File: src/logic/synth_cfg_pkg.sv
// Register map, field layout and reset values of the synthesizer config slice.
// Assumes a register access port of word writes and reads at 7-bit addresses.
package synth_cfg_pkg;
    localparam int ADDR_W = 7;
    localparam int DATA_W = 16;
    localparam int NUM_REGS = 14;

    // Register offsets
    localparam logic [6:0] OFF_PRESCALE = 7'h25;
    localparam logic [6:0] OFF_INTEGER = 7'h26;
    localparam logic [6:0] OFF_PFD_DELAY = 7'h27;
    localparam logic [6:0] OFF_DEN_HIGH = 7'h28;
    localparam logic [6:0] OFF_DEN_LOW = 7'h29;
    localparam logic [6:0] OFF_SEED_HIGH = 7'h2a;
    localparam logic [6:0] OFF_SEED_LOW = 7'h2b;
    localparam logic [6:0] OFF_NUM_HIGH = 7'h2c;
    localparam logic [6:0] OFF_NUM_LOW = 7'h2d;
    localparam logic [6:0] OFF_POWER_MOD = 7'h2e;
    localparam logic [6:0] OFF_A_SRC_B_POW = 7'h2f;
    localparam logic [6:0] OFF_B_SRC = 7'h30;
    localparam logic [6:0] OFF_STATUS_DRIVE = 7'h3b;
    localparam logic [6:0] OFF_LOCK_KIND = 7'h3d;
    localparam logic [6:0] OFF_READBACK = 7'h44;

    // Storage index of each register
    localparam int IDX_PRESCALE = 0;
    localparam int IDX_INTEGER = 1;
    localparam int IDX_PFD_DELAY = 2;
    localparam int IDX_DEN_HIGH = 3;
    localparam int IDX_DEN_LOW = 4;
    localparam int IDX_SEED_HIGH = 5;
    localparam int IDX_SEED_LOW = 6;
    localparam int IDX_NUM_HIGH = 7;
    localparam int IDX_NUM_LOW = 8;
    localparam int IDX_POWER_MOD = 9;
    localparam int IDX_A_SRC_B_POW = 10;
    localparam int IDX_B_SRC = 11;
    localparam int IDX_STATUS_DRIVE = 12;
    localparam int IDX_LOCK_KIND = 13;

    localparam logic [NUM_REGS-1:0][6:0] REG_OFFSET = {
        OFF_LOCK_KIND, OFF_STATUS_DRIVE, OFF_B_SRC, OFF_A_SRC_B_POW, OFF_POWER_MOD,
        OFF_NUM_LOW, OFF_NUM_HIGH, OFF_SEED_LOW, OFF_SEED_HIGH, OFF_DEN_LOW,
        OFF_DEN_HIGH, OFF_PFD_DELAY, OFF_INTEGER, OFF_PRESCALE};

    // Reset words; undocumented bits reset to zero
    localparam logic [NUM_REGS-1:0][15:0] REG_RESET = {
        16'h0001, 16'h0000, 16'h0000, 16'h0000, 16'h0f80,
        16'h0000, 16'h0000, 16'h0000, 16'h0000, 16'h03e8,
        16'h03e8, 16'h0200, 16'h0036, 16'h0000};

    // Field positions
    localparam int PRESCALE_BIT = 12;
    localparam int INT_MSB = 12;
    localparam int INT_LSB = 1;
    localparam int DLY_MSB = 13;
    localparam int DLY_LSB = 8;
    localparam int POW_A_MSB = 13;
    localparam int POW_A_LSB = 8;
    localparam int PD_B_BIT = 7;
    localparam int PD_A_BIT = 6;
    localparam int ORDER_MSB = 2;
    localparam int SRC_A_MSB = 12;
    localparam int SRC_A_LSB = 11;
    localparam int POW_B_MSB = 5;
    localparam int SRC_B_MSB = 1;
    localparam int HDRV_BIT = 5;
    localparam int KIND_BIT = 0;
    localparam int RB_MSB = 10;
    localparam int RB_LSB = 9;

    // Field values
    localparam logic [11:0] INT_RESET = 12'h01b;
    localparam logic [5:0] DLY_CODE_4 = 6'h01;
    localparam logic [5:0] DLY_CODE_6 = 6'h02;
    localparam logic [5:0] DLY_CODE_8 = 6'h04;
    localparam logic [5:0] DLY_CODE_12 = 6'h08;
    localparam logic [5:0] DLY_CODE_16 = 6'h10;
    localparam logic [4:0] DLY_CYC_4 = 5'h04;
    localparam logic [4:0] DLY_CYC_6 = 5'h06;
    localparam logic [4:0] DLY_CYC_8 = 5'h08;
    localparam logic [4:0] DLY_CYC_12 = 5'h0c;
    localparam logic [4:0] DLY_CYC_16 = 5'h10;
    localparam logic [5:0] POW_LINEAR_MAX = 6'h1f;
    localparam logic [5:0] POW_BOOST_MIN = 6'h30;
    localparam logic [2:0] ORDER_MAX = 3'h4;
    localparam logic [1:0] SRC_VCO = 2'h1;
    localparam logic [1:0] TUNE_LOCKED = 2'h2;
endpackage

File: src/logic/lock_status_select.sv
// Picks the level of the multiplexed status pin from the lock-detect sources.
// Assumes its inputs are flip-flop outputs or synchronous to the same clock.
`timescale 1ns/1ps
module lock_status_select (
    input wire logic function_sel_lock, // Status pin set to lock-detect function
    input wire logic lock_detect_kind, // 0 calibration status, 1 tuning detect
    input wire logic calibration_done, // Auto calibration finished successfully
    input wire logic [1:0] tuning_state, // Tuning-voltage detector code
    output logic pin_level // Level the status pin should show
);
    // Other pin functions are outside this slice, so the pin rests low there
    always_comb begin
        if (!function_sel_lock) begin
            pin_level = 1'b0;
        end else if (lock_detect_kind) begin
            pin_level = (tuning_state == synth_cfg_pkg::TUNE_LOCKED);
        end else begin
            pin_level = calibration_done;
        end
    end
endmodule

File: src/logic/synth_divider_output_config_regs.sv
// Configuration register slice: feedback divider, fraction, modulator,
// output buffers and the lock-detect status pin.
// Assumes a serial front end outside turns frames into single-cycle word
// writes and reads on the register port, synchronous to clk.
`timescale 1ns/1ps
module synth_divider_output_config_regs #(
    parameter int ADDR_W = synth_cfg_pkg::ADDR_W
) (
    input wire logic clk, // 40 MHz clock
    input wire logic srst, // Synchronous reset, active high
    input wire logic reg_write, // Write strobe, one cycle
    input wire logic reg_read, // Read strobe, one cycle
    input wire logic [ADDR_W-1:0] reg_addr, // Register address
    input wire logic [15:0] reg_wdata, // Write data
    output logic [15:0] reg_rdata, // Read data, held until next read
    output logic reg_rvalid, // Read data valid, one cycle
    input wire logic status_pin_function_sel, // 1 puts lock detect on the pin
    input wire logic calibration_done, // Calibration completed successfully
    input wire logic [1:0] tuning_lock_state, // Tuning-voltage detector code
    output logic status_pin, // Multiplexed status pin level
    output logic status_pin_high_drive, // Stronger pin drive enable
    output logic lock_detect_kind, // Lock-detect flavour
    output logic [1:0] tuning_lock_readback, // Tuning lock code as read back
    output logic prescale_div4, // Feedback pre-scaler divides by four
    output logic [11:0] feedback_integer, // Integer part of feedback ratio
    output logic [5:0] phase_detector_delay, // Raw one-hot delay code
    output logic [4:0] phase_detector_delay_cycles, // Delay in cycles, 0 if invalid
    output logic [31:0] fraction_denominator, // Fraction denominator
    output logic [31:0] fraction_numerator, // Fraction numerator
    output logic [31:0] modulator_seed, // Modulator seed
    output logic [2:0] modulator_order, // Modulator order code
    output logic fractional_mode, // Modulator active
    output logic modulator_order_valid, // Order code in 0..4
    output logic [5:0] output_a_power_level, // Buffer A power code
    output logic [5:0] output_b_power_level, // Buffer B power code
    output logic output_a_power_boost, // Buffer A in boost range
    output logic output_b_power_boost, // Buffer B in boost range
    output logic output_a_power_valid, // Buffer A code not in 32..47
    output logic output_b_power_valid, // Buffer B code not in 32..47
    output logic output_a_power_down, // Buffer A powered down
    output logic output_b_power_down, // Buffer B powered down
    output logic [1:0] output_a_source_sel, // Buffer A source
    output logic [1:0] output_b_source_sel, // Buffer B source
    output logic output_a_source_valid, // Buffer A source not reserved
    output logic output_b_source_valid // Buffer B source not reserved
);
    localparam int N = synth_cfg_pkg::NUM_REGS;

    // Addresses narrower than the map cannot reach the upper registers
    if (ADDR_W < synth_cfg_pkg::ADDR_W) begin : g_addr_check
        $error("reg_addr is too narrow for the register map");
    end

    typedef struct packed {
        logic [N-1:0][15:0] regs;
        logic [15:0] rdata;
        logic rvalid;
        logic pin;
    } state_t;

    state_t st;
    state_t next_st;
    logic [N-1:0] hit;
    logic [15:0] read_word;
    logic pin_level;

    // One address comparator per register
    for (genvar i = 0; i < N; i++) begin : g_hit
        assign hit[i] = (reg_addr == ADDR_W'(synth_cfg_pkg::REG_OFFSET[i]));
    end

    // Read mux; unmapped addresses read as zero
    always_comb begin
        read_word = 16'h0000;
        for (int i = 0; i < N; i++) begin
            if (hit[i]) begin
                read_word = st.regs[i];
            end
        end
        if (reg_addr == ADDR_W'(synth_cfg_pkg::OFF_READBACK)) begin
            read_word[synth_cfg_pkg::RB_MSB:synth_cfg_pkg::RB_LSB] = tuning_lock_state;
        end
    end

    lock_status_select u_lock_status_select (
        .function_sel_lock(status_pin_function_sel),
        .lock_detect_kind(lock_detect_kind),
        .calibration_done(calibration_done),
        .tuning_state(tuning_lock_state),
        .pin_level(pin_level)
    );

    // Next state: every word is plain read/write, the readback is read only
    always_comb begin
        next_st = st;
        next_st.rvalid = 1'b0;
        next_st.pin = pin_level;
        if (reg_write) begin
            for (int i = 0; i < N; i++) begin
                if (hit[i]) begin
                    next_st.regs[i] = reg_wdata;
                end
            end
        end
        if (reg_read) begin
            next_st.rdata = read_word;
            next_st.rvalid = 1'b1;
        end
        if (srst) begin
            next_st.regs = synth_cfg_pkg::REG_RESET;
            next_st.rdata = 16'h0000;
            next_st.rvalid = 1'b0;
            next_st.pin = 1'b0;
        end
    end

    always_ff @(posedge clk) begin
        st <= next_st;
    end

    // Register port answers, status pin and tuning readback
    assign reg_rdata = st.rdata;
    assign reg_rvalid = st.rvalid;
    assign status_pin = st.pin;
    assign tuning_lock_readback = tuning_lock_state;

    // Divider fields
    assign prescale_div4 =
        st.regs[synth_cfg_pkg::IDX_PRESCALE][synth_cfg_pkg::PRESCALE_BIT];
    assign feedback_integer =
        st.regs[synth_cfg_pkg::IDX_INTEGER][synth_cfg_pkg::INT_MSB:synth_cfg_pkg::INT_LSB];
    assign phase_detector_delay =
        st.regs[synth_cfg_pkg::IDX_PFD_DELAY][synth_cfg_pkg::DLY_MSB:synth_cfg_pkg::DLY_LSB];
    assign fraction_denominator = {st.regs[synth_cfg_pkg::IDX_DEN_HIGH],
        st.regs[synth_cfg_pkg::IDX_DEN_LOW]};
    assign fraction_numerator = {st.regs[synth_cfg_pkg::IDX_NUM_HIGH],
        st.regs[synth_cfg_pkg::IDX_NUM_LOW]};
    assign modulator_seed = {st.regs[synth_cfg_pkg::IDX_SEED_HIGH],
        st.regs[synth_cfg_pkg::IDX_SEED_LOW]};

    // Delay decode; the unused code and non-one-hot values give zero cycles
    always_comb begin
        case (phase_detector_delay)
            synth_cfg_pkg::DLY_CODE_4: phase_detector_delay_cycles = synth_cfg_pkg::DLY_CYC_4;
            synth_cfg_pkg::DLY_CODE_6: phase_detector_delay_cycles = synth_cfg_pkg::DLY_CYC_6;
            synth_cfg_pkg::DLY_CODE_8: phase_detector_delay_cycles = synth_cfg_pkg::DLY_CYC_8;
            synth_cfg_pkg::DLY_CODE_12: phase_detector_delay_cycles = synth_cfg_pkg::DLY_CYC_12;
            synth_cfg_pkg::DLY_CODE_16: phase_detector_delay_cycles = synth_cfg_pkg::DLY_CYC_16;
            default: phase_detector_delay_cycles = 5'h00;
        endcase
    end

    // Modulator order
    assign modulator_order =
        st.regs[synth_cfg_pkg::IDX_POWER_MOD][synth_cfg_pkg::ORDER_MSB:0];
    assign fractional_mode = (modulator_order != 3'h0);
    assign modulator_order_valid = (modulator_order <= synth_cfg_pkg::ORDER_MAX);

    // Output buffers
    assign output_a_power_level =
        st.regs[synth_cfg_pkg::IDX_POWER_MOD][synth_cfg_pkg::POW_A_MSB:synth_cfg_pkg::POW_A_LSB];
    assign output_b_power_level =
        st.regs[synth_cfg_pkg::IDX_A_SRC_B_POW][synth_cfg_pkg::POW_B_MSB:0];
    // Codes 32..47 are undocumented, so they are flagged rather than trusted
    assign output_a_power_boost = (output_a_power_level >= synth_cfg_pkg::POW_BOOST_MIN);
    assign output_b_power_boost = (output_b_power_level >= synth_cfg_pkg::POW_BOOST_MIN);
    assign output_a_power_valid = (output_a_power_level <= synth_cfg_pkg::POW_LINEAR_MAX)
        || output_a_power_boost;
    assign output_b_power_valid = (output_b_power_level <= synth_cfg_pkg::POW_LINEAR_MAX)
        || output_b_power_boost;
    assign output_a_power_down =
        st.regs[synth_cfg_pkg::IDX_POWER_MOD][synth_cfg_pkg::PD_A_BIT];
    assign output_b_power_down =
        st.regs[synth_cfg_pkg::IDX_POWER_MOD][synth_cfg_pkg::PD_B_BIT];
    assign output_a_source_sel =
        st.regs[synth_cfg_pkg::IDX_A_SRC_B_POW][synth_cfg_pkg::SRC_A_MSB:synth_cfg_pkg::SRC_A_LSB];
    assign output_b_source_sel =
        st.regs[synth_cfg_pkg::IDX_B_SRC][synth_cfg_pkg::SRC_B_MSB:0];
    assign output_a_source_valid = (output_a_source_sel <= synth_cfg_pkg::SRC_VCO);
    assign output_b_source_valid = (output_b_source_sel <= synth_cfg_pkg::SRC_VCO);

    // Status pin controls
    assign status_pin_high_drive =
        st.regs[synth_cfg_pkg::IDX_STATUS_DRIVE][synth_cfg_pkg::HDRV_BIT];
    assign lock_detect_kind =
        st.regs[synth_cfg_pkg::IDX_LOCK_KIND][synth_cfg_pkg::KIND_BIT];
endmodule

File: config.mk
export PLATFORM = sky130hd
export DESIGN_NAME = synth_divider_output_config_regs
export DESIGN_NICKNAME = d
export VERILOG_FILES = /design/src/logic/synth_cfg_pkg.sv /design/src/logic/lock_status_select.sv /design/src/logic/synth_divider_output_config_regs.sv
export SDC_FILE = /design/constraint.sdc
export NUM_CORES = 1
export LEC_CHECK = 0
export BUFFER_PORTS_ARGS = -buffer_cell sky130_fd_sc_hd__buf_2
export CORE_UTILIZATION = 25
export DETAILED_ROUTE_END_ITERATION = 10
export PLACE_DENSITY = 0.51
export SYNTH_ARGS = -nofsm -noshare
export SYNTH_HDL_FRONTEND = slang
export SYNTH_SLANG_ARGS = --single-unit
File: constraint.sdc
create_clock -name clk -period 2.2 [get_ports clk]
set_input_delay 0.22 -clock clk [delete_from_list [all_inputs] [get_ports clk]]
set_output_delay 0.22 -clock clk [all_outputs]
set_load 0.03 [all_outputs]
==> results.toml, run 1 <==
[routing]
viasPerCell = 5.05
vias = 11500
totalWireLength_um = 52400
wl_per_cell_um = 23.0
drt_pass1_iterations = 5
drt_iter0_markers = 1241
final_antenna_net_count = 0
post-route-drc-count = 0

[floorplan]
core_region_area_um2 = 49300
num_rows = 81
initial_utilization_pct = 25.5
dieArea_um2 = 51100
die_w_um = 226
ios = 202
die_y_um = 226

[place]
io_buffers = 200
dp_hpwl_um = 38400
place_congestion = 0.937

[sta]
layout_min_cycle_time_ns = 2.10
tns_ns = 0
slew_violations = 0
worstMarginPinSlew_ns = 1.02
finalCritPeriodShare_pct = 95.3
slew_headroom_pct = 31.2
setup_viol = 0
fin_skew_ns = 0.0239
finalHoldViolations = 0
fmax_mhz = 477
rsz0062_at_grt = "false"

[grt]
grt_first_pass_wirelength_um = 75000
grt_pass1_vias = 10500
grt_max_degree = 84
antenna_found_initial = 4
track_usage_pct = 20.0
grt_overflow = 0

[clocking]
htree_levels = 1
clock_sinks = 242
cts_buffer_depth = 3
clkLatencyLatePin_ns = 0.56
path_clk_slew_ns = 0.06
cts_tree = "yes"
cts_made_buffers = 26
cts.repair.resized = 0
root_buffer = "clkbuf_16"

[power]
ir_worst_vdd_mv = 0.503
p_total_w = 0.0102
cellPowerDensity_nw_per_um2 = 704
power.leakage_nw = 6.25

[logic_synthesis]
syn_area_per_cell_um2 = 8.12
yosysUniqueCellTypes = 76
syn_inst = 1545
synth_area_um2 = 12500
synth_flop_cell = "dfxtp_1"
ys_seq_area_share_pct = 38.6
synthArstFlopShare_pct = 0
yosysWarnings = 0
ys_ff_latch = 242
synth_edf_count = 0
synthesis.nets = 1576

[critical_path]
cp_slowest_cell = "o311ai_0"
critPathArrivalTime_ns = 2.59
max_stage_delay_ns = 0.79
critPathCaptureType = "register"
start_kind = "register"
path_cells = "mux2_2 -> a22oi_1 -> o221a_2 -> o311ai_0 -> a31o_2"
worstPathMaxFanout = 3
required_ns = 2.69
worstSetupPathType = "register to register"

[min_path]
holdCritPathClass = "input port to register"

[cells_and_area]
nets = 1620
layout_commonest_cell = "nand2_1"
num_antenna_cells = 0
layout_common_cells = "nand2_1, dfxtp_1, buf_2, a21oi_1, mux2i_1"
drive_above_1_share_pct = 23.4
area_growth_pct = 15.5

[status]
status = "completed"

[job]
cap_violations = 0
## Yosys cell counts, types with 6 or more instances
cell type,instances,area (µm²)
mux2i_1,119,1190
a21o_1,8,60.1
a211oi_1,12,90.1
nor3_1,11,55.1
nor2_1,114,428
a2bb2oi_1,14,123
inv_1,6,22.5
mux2_2,14,158
dfxtp_1,242,4840
o21ai_0,40,200
a2111oi_0,6,52.6
nor2b_1,14,87.6
and3_1,6,37.5
clkbuf_1,84,315
nand2_1,265,995
o221ai_1,6,52.6
nand3_1,81,405
nand3b_1,7,52.6
a22oi_1,13,97.6
nand2b_1,12,75.1
a311o_1,6,60.1
a21oi_1,147,736
a22o_1,6,52.6
o22ai_1,21,131
buf_2,29,145
buf_4,160,1200
## path summary, 6_finish.rpt
path / depth (start not counted) / end / from / slack (ns)
setup / recovery: 5 / reg_rdata[10]$_SDFFE_PP0P_ / fraction_denominator[10]$_SDFFE_PP0P_ / 0.10
setup reg to reg: 5 / reg_rdata[10]$_SDFFE_PP0P_ / fraction_denominator[10]$_SDFFE_PP0P_ / 0.10
hold / removal: 4 / status_pin$_SDFF_PP0_ / calibration_done / 0.07
hold reg to reg: 2 / st[198]$_SDFFE_PP0P_ / st[198]$_SDFFE_PP0P_ / 0.45
## critical path: cells and delay by family (launching register included)
kind,cells,cell delay [ns]
mux,1,0.22
flops,1,0.41
compound gates,4,1.41
## report_power, final
group / total, W / internal (W) / switching (W)
Clock: 0.00496 / 0.00301 / 0.00195
Sequential: 0.00443 / 0.00441 / 0.0000271
Combinational: 0.000804 / 0.000224 / 0.000580
Total: 0.0102 / 0.00764 / 0.00255
## routing by layer
| metal | up-vias | global-route usage (%) | share of wire (%) |
|---|---|---|---|
| li1 | 5299 | - | - |
| met1 | 5624 | 27.1 | 44 |
| met2 | 477 | 32.5 | 47 |
| met3 | 68 | 3.11 | 7.0 |
| met4 | 4 | 5.92 | 2.4 |
| met5 | - | 0 | 0.052 |
## sequential cells by signal, indices dropped and copies added (netlist names), 3 cells and up
register              flops
phase_detector_delay      6
fraction_denominator     32
st                       86
fraction_numerator       32
reg_rdata                16
feedback_integer         12
output_b_power_level      6
modulator_seed           32
modulator_order           3
output_a_power_level      6
## repair_timing
action                    in CTS  in global routing
hold endpoints to repair       5                  0
hold buffers                   2                  0
setup buffers                  0                  0
## area by class of cell
class | count | area, µm²
repair buffers | 292 | 1820
multi-input cells | 1018 | 5980
fillers | 5306 | 34800
flip-flops and latches | 242 | 4840
inverters | 9 | 33.8
well taps | 664 | 831
clock inverters | 12 | 173
clock buffers | 36 | 800
## per-stage QoR
stage / setup WS (ns) / instance area, µm² / hold slack, ns / instances / util [%]
6_report: 0.102 / 14500 / 0.0667 / 2273 / 29.4
5_1_grt: 0.0281 / 14500 / 0.0906 / 2273 / 29.4
4_1_cts: 0.128 / 14500 / 0.0574 / 2273 / 29.4
3_5_place_dp: -0.268 / 13500 / 0.445 / 2223 / 27.4
3_3_place_gp: -0.220 / 13500 / 0.440 / 2223 / 27.4
2_1_floorplan: 0.322 / 12500 / 0.364 / 1545 / -
## cells by family (layout without fill, tap and decap cells)
logic type / count (synthesis) / after routing / synth area share, %
AND/OR/NAND/NOR: 559 / 559 / 20.6
multiplexers: 133 / 133 / 10.8
other: 1 / 1 / 0.0299
buffers and inverters: 285 / 349 / 13.7
AO/OA/AOI/OAI: 322 / 322 / 16.2
XOR/XNOR: 3 / 3 / 0.210
flip-flops: 242 / 242 / 38.6
No activity file was read; power rests on OpenSTA's default activity.
==> run 2, diff against run 1 <==
--- a/config.mk
+++ b/config.mk
@@ -6,9 +6,9 @@
 export NUM_CORES = 1
 export LEC_CHECK = 0
 export BUFFER_PORTS_ARGS = -buffer_cell sky130_fd_sc_hd__buf_2
-export CORE_UTILIZATION = 25
+export CORE_UTILIZATION = 42
 export DETAILED_ROUTE_END_ITERATION = 10
-export PLACE_DENSITY = 0.51
+export PLACE_DENSITY = 0.71
 export SYNTH_ARGS = -nofsm -noshare
 export SYNTH_HDL_FRONTEND = slang
 export SYNTH_SLANG_ARGS = --single-unit
==> constraint.sdc (replaced) <==
create_clock -name clk -period 2.2 [get_ports clk]
set_input_delay 0.66 -clock clk [delete_from_list [all_inputs] [get_ports clk]]
set_output_delay 0.66 -clock clk [all_outputs]
set_load 0.03 [all_outputs]
==> run 2 against run 1 <==
  * Flip-flop and latch count unchanged
  * Clock skew down 0.0093 ns
  * Worst hold slack better by 0.28 ns
  * Wire length down 9.8%
  * Non-clock buffer count up 94
  * Sequential share of layout area down 1.1 points
  * Largest cell class unchanged
==> results.toml, run 2 (same netlist as run 1, synthesis figures left out) <==
[status]
status = "completed"

[sta]
slew_headroom_pct = 57.4
rsz0062_at_grt = "true"
fmax_mhz = 458
worstMarginPinSlew_ns = 0.639
finalCritPeriodShare_pct = 99.2
finalHoldViolations = 0
slew_violations = 0
fin_skew_ns = 0.0147
layout_min_cycle_time_ns = 2.18
setup_viol = 0

[clocking]
cts_tree = "yes"
cts_made_buffers = 26
cts_buffer_depth = 3
ctsHoldBuffers = 0
clock_sinks = 242
htree_levels = 1
root_buffer = "clkbuf_16"
clkLatencyLatePin_ns = 0.54
path_clk_slew_ns = 0.06

[critical_path]
critPathCaptureType = "output pin"
reg2reg_depth = 6
worstSetupPathType = "register to output pin"
r2r-start = "fraction_denominator[26]$_SDFFE_PP0P_"
worstPathMaxFanout = 8
critPathLaunch = "phase_detector_delay[3]$_SDFFE_PP0P_"
required_ns = 1.54
rr_endpoint = "reg_rdata[10]$_SDFFE_PP0P_"
start_kind = "register"
r2r_slack_ns = 0.50
crit_end = "phase_detector_delay_cycles[2]"
critPathArrivalTime_ns = 1.52

[cells_and_area]
nets = 1714
layout_commonest_cell = "nand2_1"
stdcell_area_um2 = 15000
largest_reg_flops = 86
largest_register = "st"
layout_common_cells = "nand2_1, dfxtp_1, buf_2, buf_4, a21oi_1"
area_growth_pct = 19.9
num_antenna_cells = 0
drive_above_1_share_pct = 28.3
utilization_pct = 51.9

[grt]
grt_first_pass_wirelength_um = 69900
antenna_found_initial = 0
grt_overflow = 0
track_usage_pct = 30.2
grt_pass1_vias = 11200
grt_max_degree = 128

[place]
io_buffers = 200
place_congestion = 1.01
placed_area_um2 = 14100
dp_hpwl_um = 34700

[floorplan]
num_rows = 62
initial_utilization_pct = 43.2
core_region_area_um2 = 29000
ios = 202
die_y_um = 175
dieArea_um2 = 30600
die_w_um = 175

[routing]
vias = 12100
post-route-drc-count = 0
viasPerCell = 5.80
drt_iter0_markers = 1361
wl_per_cell_um = 22.6
final_antenna_net_count = 0
totalWireLength_um = 47200
drt_pass1_iterations = 5

[power]
seqPwrFrac_pct = 44.2
p_comb_share_pct = 9.2
switching_share_pct = 24.9
power.leakage_nw = 6.76
ir_worst_vdd_mv = 0.625
switching_power_w = 0.00249
power.internal_w = 0.00752
clockPowerShare_pct = 46.6
cellPowerDensity_nw_per_um2 = 666

[job]
cap_violations = 0

[min_path]
holdCritPathClass = "input port to register"
run 2: worst min path at each step:
stage / start / end / slack (ns) / depth (start not counted)
after floorplan: st[208]$_SDFFE_PP0P_ / st[208]$_SDFFE_PP0P_ / 0.43 / 2
after global placement: st[207]$_SDFFE_PP0P_ / st[207]$_SDFFE_PP0P_ / 0.44 / 2
after detailed placement: st[198]$_SDFFE_PP0P_ / st[198]$_SDFFE_PP0P_ / 0.44 / 2
after CTS: status_pin_function_sel / status_pin$_SDFF_PP0_ / 0.34 / 2
after global routing: status_pin_function_sel / status_pin$_SDFF_PP0_ / 0.34 / 2
final: status_pin_function_sel / status_pin$_SDFF_PP0_ / 0.35 / 2
run 2: final cells by class:
class / instances / area [µm²]
repair buffers: 386 / 2720
clock buffers: 35 / 766
flip-flops and latches: 242 / 4860
multi-input cells: 1018 / 6030
well taps: 384 / 480
inverters: 9 / 33.8
fillers: 2728 / 14000
clock inverters: 12 / 154
run 2: worst max-delay path, stage by stage, from the launching register on:
cell and delay [ns]:
dfxtp_4 0.41, xor2_1 0.16, o21ai_1 0.08, nor4_2 0.14, buf_4 0.20
run 2: per-layer routing:
metal | global-route usage, % | vias to the layer above | part of all wire, %
met5 | 0 | - | 0
met4 | 13.6 | 0 | 4.3
met3 | 5.94 | 119 | 9.5
met2 | 46.3 | 673 | 45
met1 | 40.8 | 5812 | 42
li1 | - | 5496 | -
run 2: power by group through the flow:
stage	clock (W)	combinational (W)	sequential, W
2_1_floorplan	0	0.000483	0.00452
3_3_place_gp	0	0.000898	0.00453
3_5_place_dp	0	0.000900	0.00453
4_1_cts	0.00470	0.000902	0.00443
5_1_grt	0.00488	0.000961	0.00443
6_report	0.00467	0.000924	0.00443
run 2: what timing repair did:
item / 4_1_cts / 5_1_grt
gates resized for setup: 18 / 1
pin swaps: 2 / 0
buffers inserted: 0 / 1
hold endpoints to repair: 0 / 0
cloned: 0 / 0
endpoints found under the setup margin: 4 / 5
run 2: stage by stage:
step                      setup TNS, ns  power, W  instances  hold slack, ns  worst slack (ns)
final                                 0    0.0100       2086           0.348            0.0170
after global routing             -0.118    0.0103       2086           0.338           -0.0455
after CTS                      -0.00479    0.0100       2085           0.336          -0.00479
after detailed placement         -20.82   0.00543       2038           0.445            -0.554
after global placement           -16.74   0.00542       2038           0.440            -0.565
after floorplan                  -0.386   0.00500       1545           0.431           -0.0524
==> run 3, diff against run 2 <==
--- a/config.mk
+++ b/config.mk
@@ -8,6 +8,7 @@
 export BUFFER_PORTS_ARGS = -buffer_cell sky130_fd_sc_hd__buf_2
 export CORE_UTILIZATION = 42
 export DETAILED_ROUTE_END_ITERATION = 10
+export GPL_TIMING_DRIVEN = 0
 export PLACE_DENSITY = 0.71
 export SYNTH_ARGS = -nofsm -noshare
 export SYNTH_HDL_FRONTEND = slang
==> run 3 against run 2 <==
  * The flow now finishes with violations (negative setup slack)
  * Combinational power increased by 3.1%
  * Fmax decreased by 3.4%
  * Critical endpoint is now reg_rdata[12]$_SDFFE_PP0P_
  * Global-route usage increased by 4.7 points
  * Setup slack got worse by 0.076 ns
  * Worst hold slack improved by 0.011 ns
==> results.toml, run 3 (same netlist as run 1, synthesis figures left out) <==
[floorplan]
ios = 202
die_y_um = 175
core_region_area_um2 = 29000
num_rows = 62
dieArea_um2 = 30600
initial_utilization_pct = 43.2
die_w_um = 175

[clocking]
path_clk_slew_ns = 0.07
cts_tree = "yes"
cts_buffer_depth = 3
clkLatencyLatePin_ns = 0.56
ctsHoldBuffers = 0
root_buffer = "clkbuf_16"
cts_made_buffers = 26
clock_sinks = 242
htree_levels = 1

[critical_path]
max_stage_delay_ns = 0.74
cp_slowest_cell = "or4_1"
path_buf_inv = 2
path_common_cell = "o21ai_0"
critPathCaptureType = "register"
worstSetupPathType = "input port to register"
crit_family = "compound AO/OA/AOI/OAI gates"
required_ns = 2.63
path_cells = "buf_2 -> buf_4 -> or4_1 -> o21ai_0 -> a22oi_1 -> o21ai_0 -> a21oi_1"
start_kind = "input port"
worstPathMaxFanout = 10
critPathArrivalTime_ns = 2.69

[cells_and_area]
stdcell_area_um2 = 15500
largest_register = "st"
num_antenna_cells = 0
final_cells = 2184
nets = 1813
layout_commonest_cell = "nand2_1"
layout_common_cells = "nand2_1, dfxtp_1, buf_2, buf_4, a21oi_1"
drive_above_1_share_pct = 31.2
area_growth_pct = 23.8
largest_reg_flops = 86

[sta]
worstMarginPinSlew_ns = 1.26
finalCritPeriodShare_pct = 103
fmax_mhz = 443
finalHoldViolations = 0
fin_skew_ns = 0.0176
slew_headroom_pct = 15.7
slew_violations = 0
rsz0062_at_grt = "true"
layout_min_cycle_time_ns = 2.26
setup_viol = 6
setup_slack_ns = -0.0588

[grt]
track_usage_pct = 34.8
grt_first_pass_wirelength_um = 78600
grt_pass1_vias = 11700
antenna_found_initial = 0
grt_max_degree = 14
grt_overflow = 0

[power]
p_comb_share_pct = 9.4
cellPowerDensity_nw_per_um2 = 652
power.leakage_nw = 7.06
switching_share_pct = 26.4
ir_worst_vdd_mv = 0.504
switching_power_w = 0.00267
seqPwrFrac_pct = 43.8
power.internal_w = 0.00744
clockPowerShare_pct = 46.8

[min_path]
holdCritPathClass = "input port to register"

[place]
dp_hpwl_um = 40300
placed_area_um2 = 14000
place_congestion = 1.02
io_buffers = 199
place_inst = 2128

[routing]
drt_iter0_markers = 1694
vias = 12800
drt_pass1_iterations = 6
wl_per_cell_um = 25.1
totalWireLength_um = 54800
post-route-drc-count = 0
final_antenna_net_count = 0
viasPerCell = 5.88

[status]
status = "finished with violations"
violations = "negative setup slack"

[job]
cap_violations = 0
==> run 3: cell count changes in the layout (fill, tap and decap cells not counted), sizes merged <==
cell,change
clkinv,+4
clkinvlp,-1
inv,-1
buf,+20
bufinv,+2
clkbuf,+74
==> run 3: layout make-up <==
| type | instances | area (µm²) |
|---|---|---|
| plain buffers | 268 | 1720 |
| multi-input cells | 1018 | 6360 |
| inverters | 9 | 35.0 |
| clock inverters | 16 | 219 |
| repair buffers | 217 | 1170 |
| clock buffers | 30 | 676 |
| flip-flops and latches | 242 | 4860 |
| fillers | 2782 | 13500 |
| well taps | 384 | 480 |
==> run 3: power by group through the flow <==
stage | registers (W) | logic [W] | clock network [W]
2_1_floorplan | 0.00452 | 0.000483 | 0
3_3_place_gp | 0.00452 | 0.000862 | 0
3_5_place_dp | 0.00452 | 0.000860 | 0
4_1_cts | 0.00442 | 0.000895 | 0.00472
5_1_grt | 0.00442 | 0.000972 | 0.00490
6_report | 0.00443 | 0.000953 | 0.00473
==> run 3: worst paths after layout <==
kind | startpoint | end | slack (ns) | depth (start not counted)
max | reg_addr[0] | reg_rdata[12]$_SDFFE_PP0P_ | -0.06 | 7
min | status_pin_function_sel | status_pin$_SDFF_PP0_ | 0.36 | 2
max reg2reg | fraction_denominator[10]$_SDFFE_PP0P_ | reg_rdata[10]$_SDFFE_PP0P_ | 0.50 | 5
min reg2reg | st[230]$_SDFFE_PP0P_ | st[230]$_SDFFE_PP0P_ | 0.46 | 2
==> run 3: repair_timing <==
item,in CTS,in global routing
buffers inserted,11,7
resized for setup,76,64
setup endpoints to repair,145,117
pin swaps,9,6
==> run 3: stage by stage <==
stage | setup WS, ns | utilization, % | TNS [ns] | hold WS [ns] | total power (W)
2_1_floorplan | -0.0524 | - | -0.386 | 0.431 | 0.00500
3_3_place_gp | -1.33 | 48.4 | -142.27 | 0.442 | 0.00539
3_5_place_dp | -1.23 | 48.4 | -144.79 | 0.449 | 0.00538
4_1_cts | -0.0872 | 52.7 | -0.426 | 0.347 | 0.0100
5_1_grt | -0.0981 | 53.5 | -0.518 | 0.369 | 0.0103
6_report | -0.0588 | 53.5 | -0.214 | 0.359 | 0.0101
==> run 3: metal layers <==
layer	wire length, µm	global-route usage (%)	part of all wire (%)	vias to the layer above
met5	0	0	0	-
met4	2530	15.0	4.6	0
met3	5730	5.70	10	133
met2	23300	51.2	42	789
met1	23300	50.0	43	6222
li1	-	-	-	5695
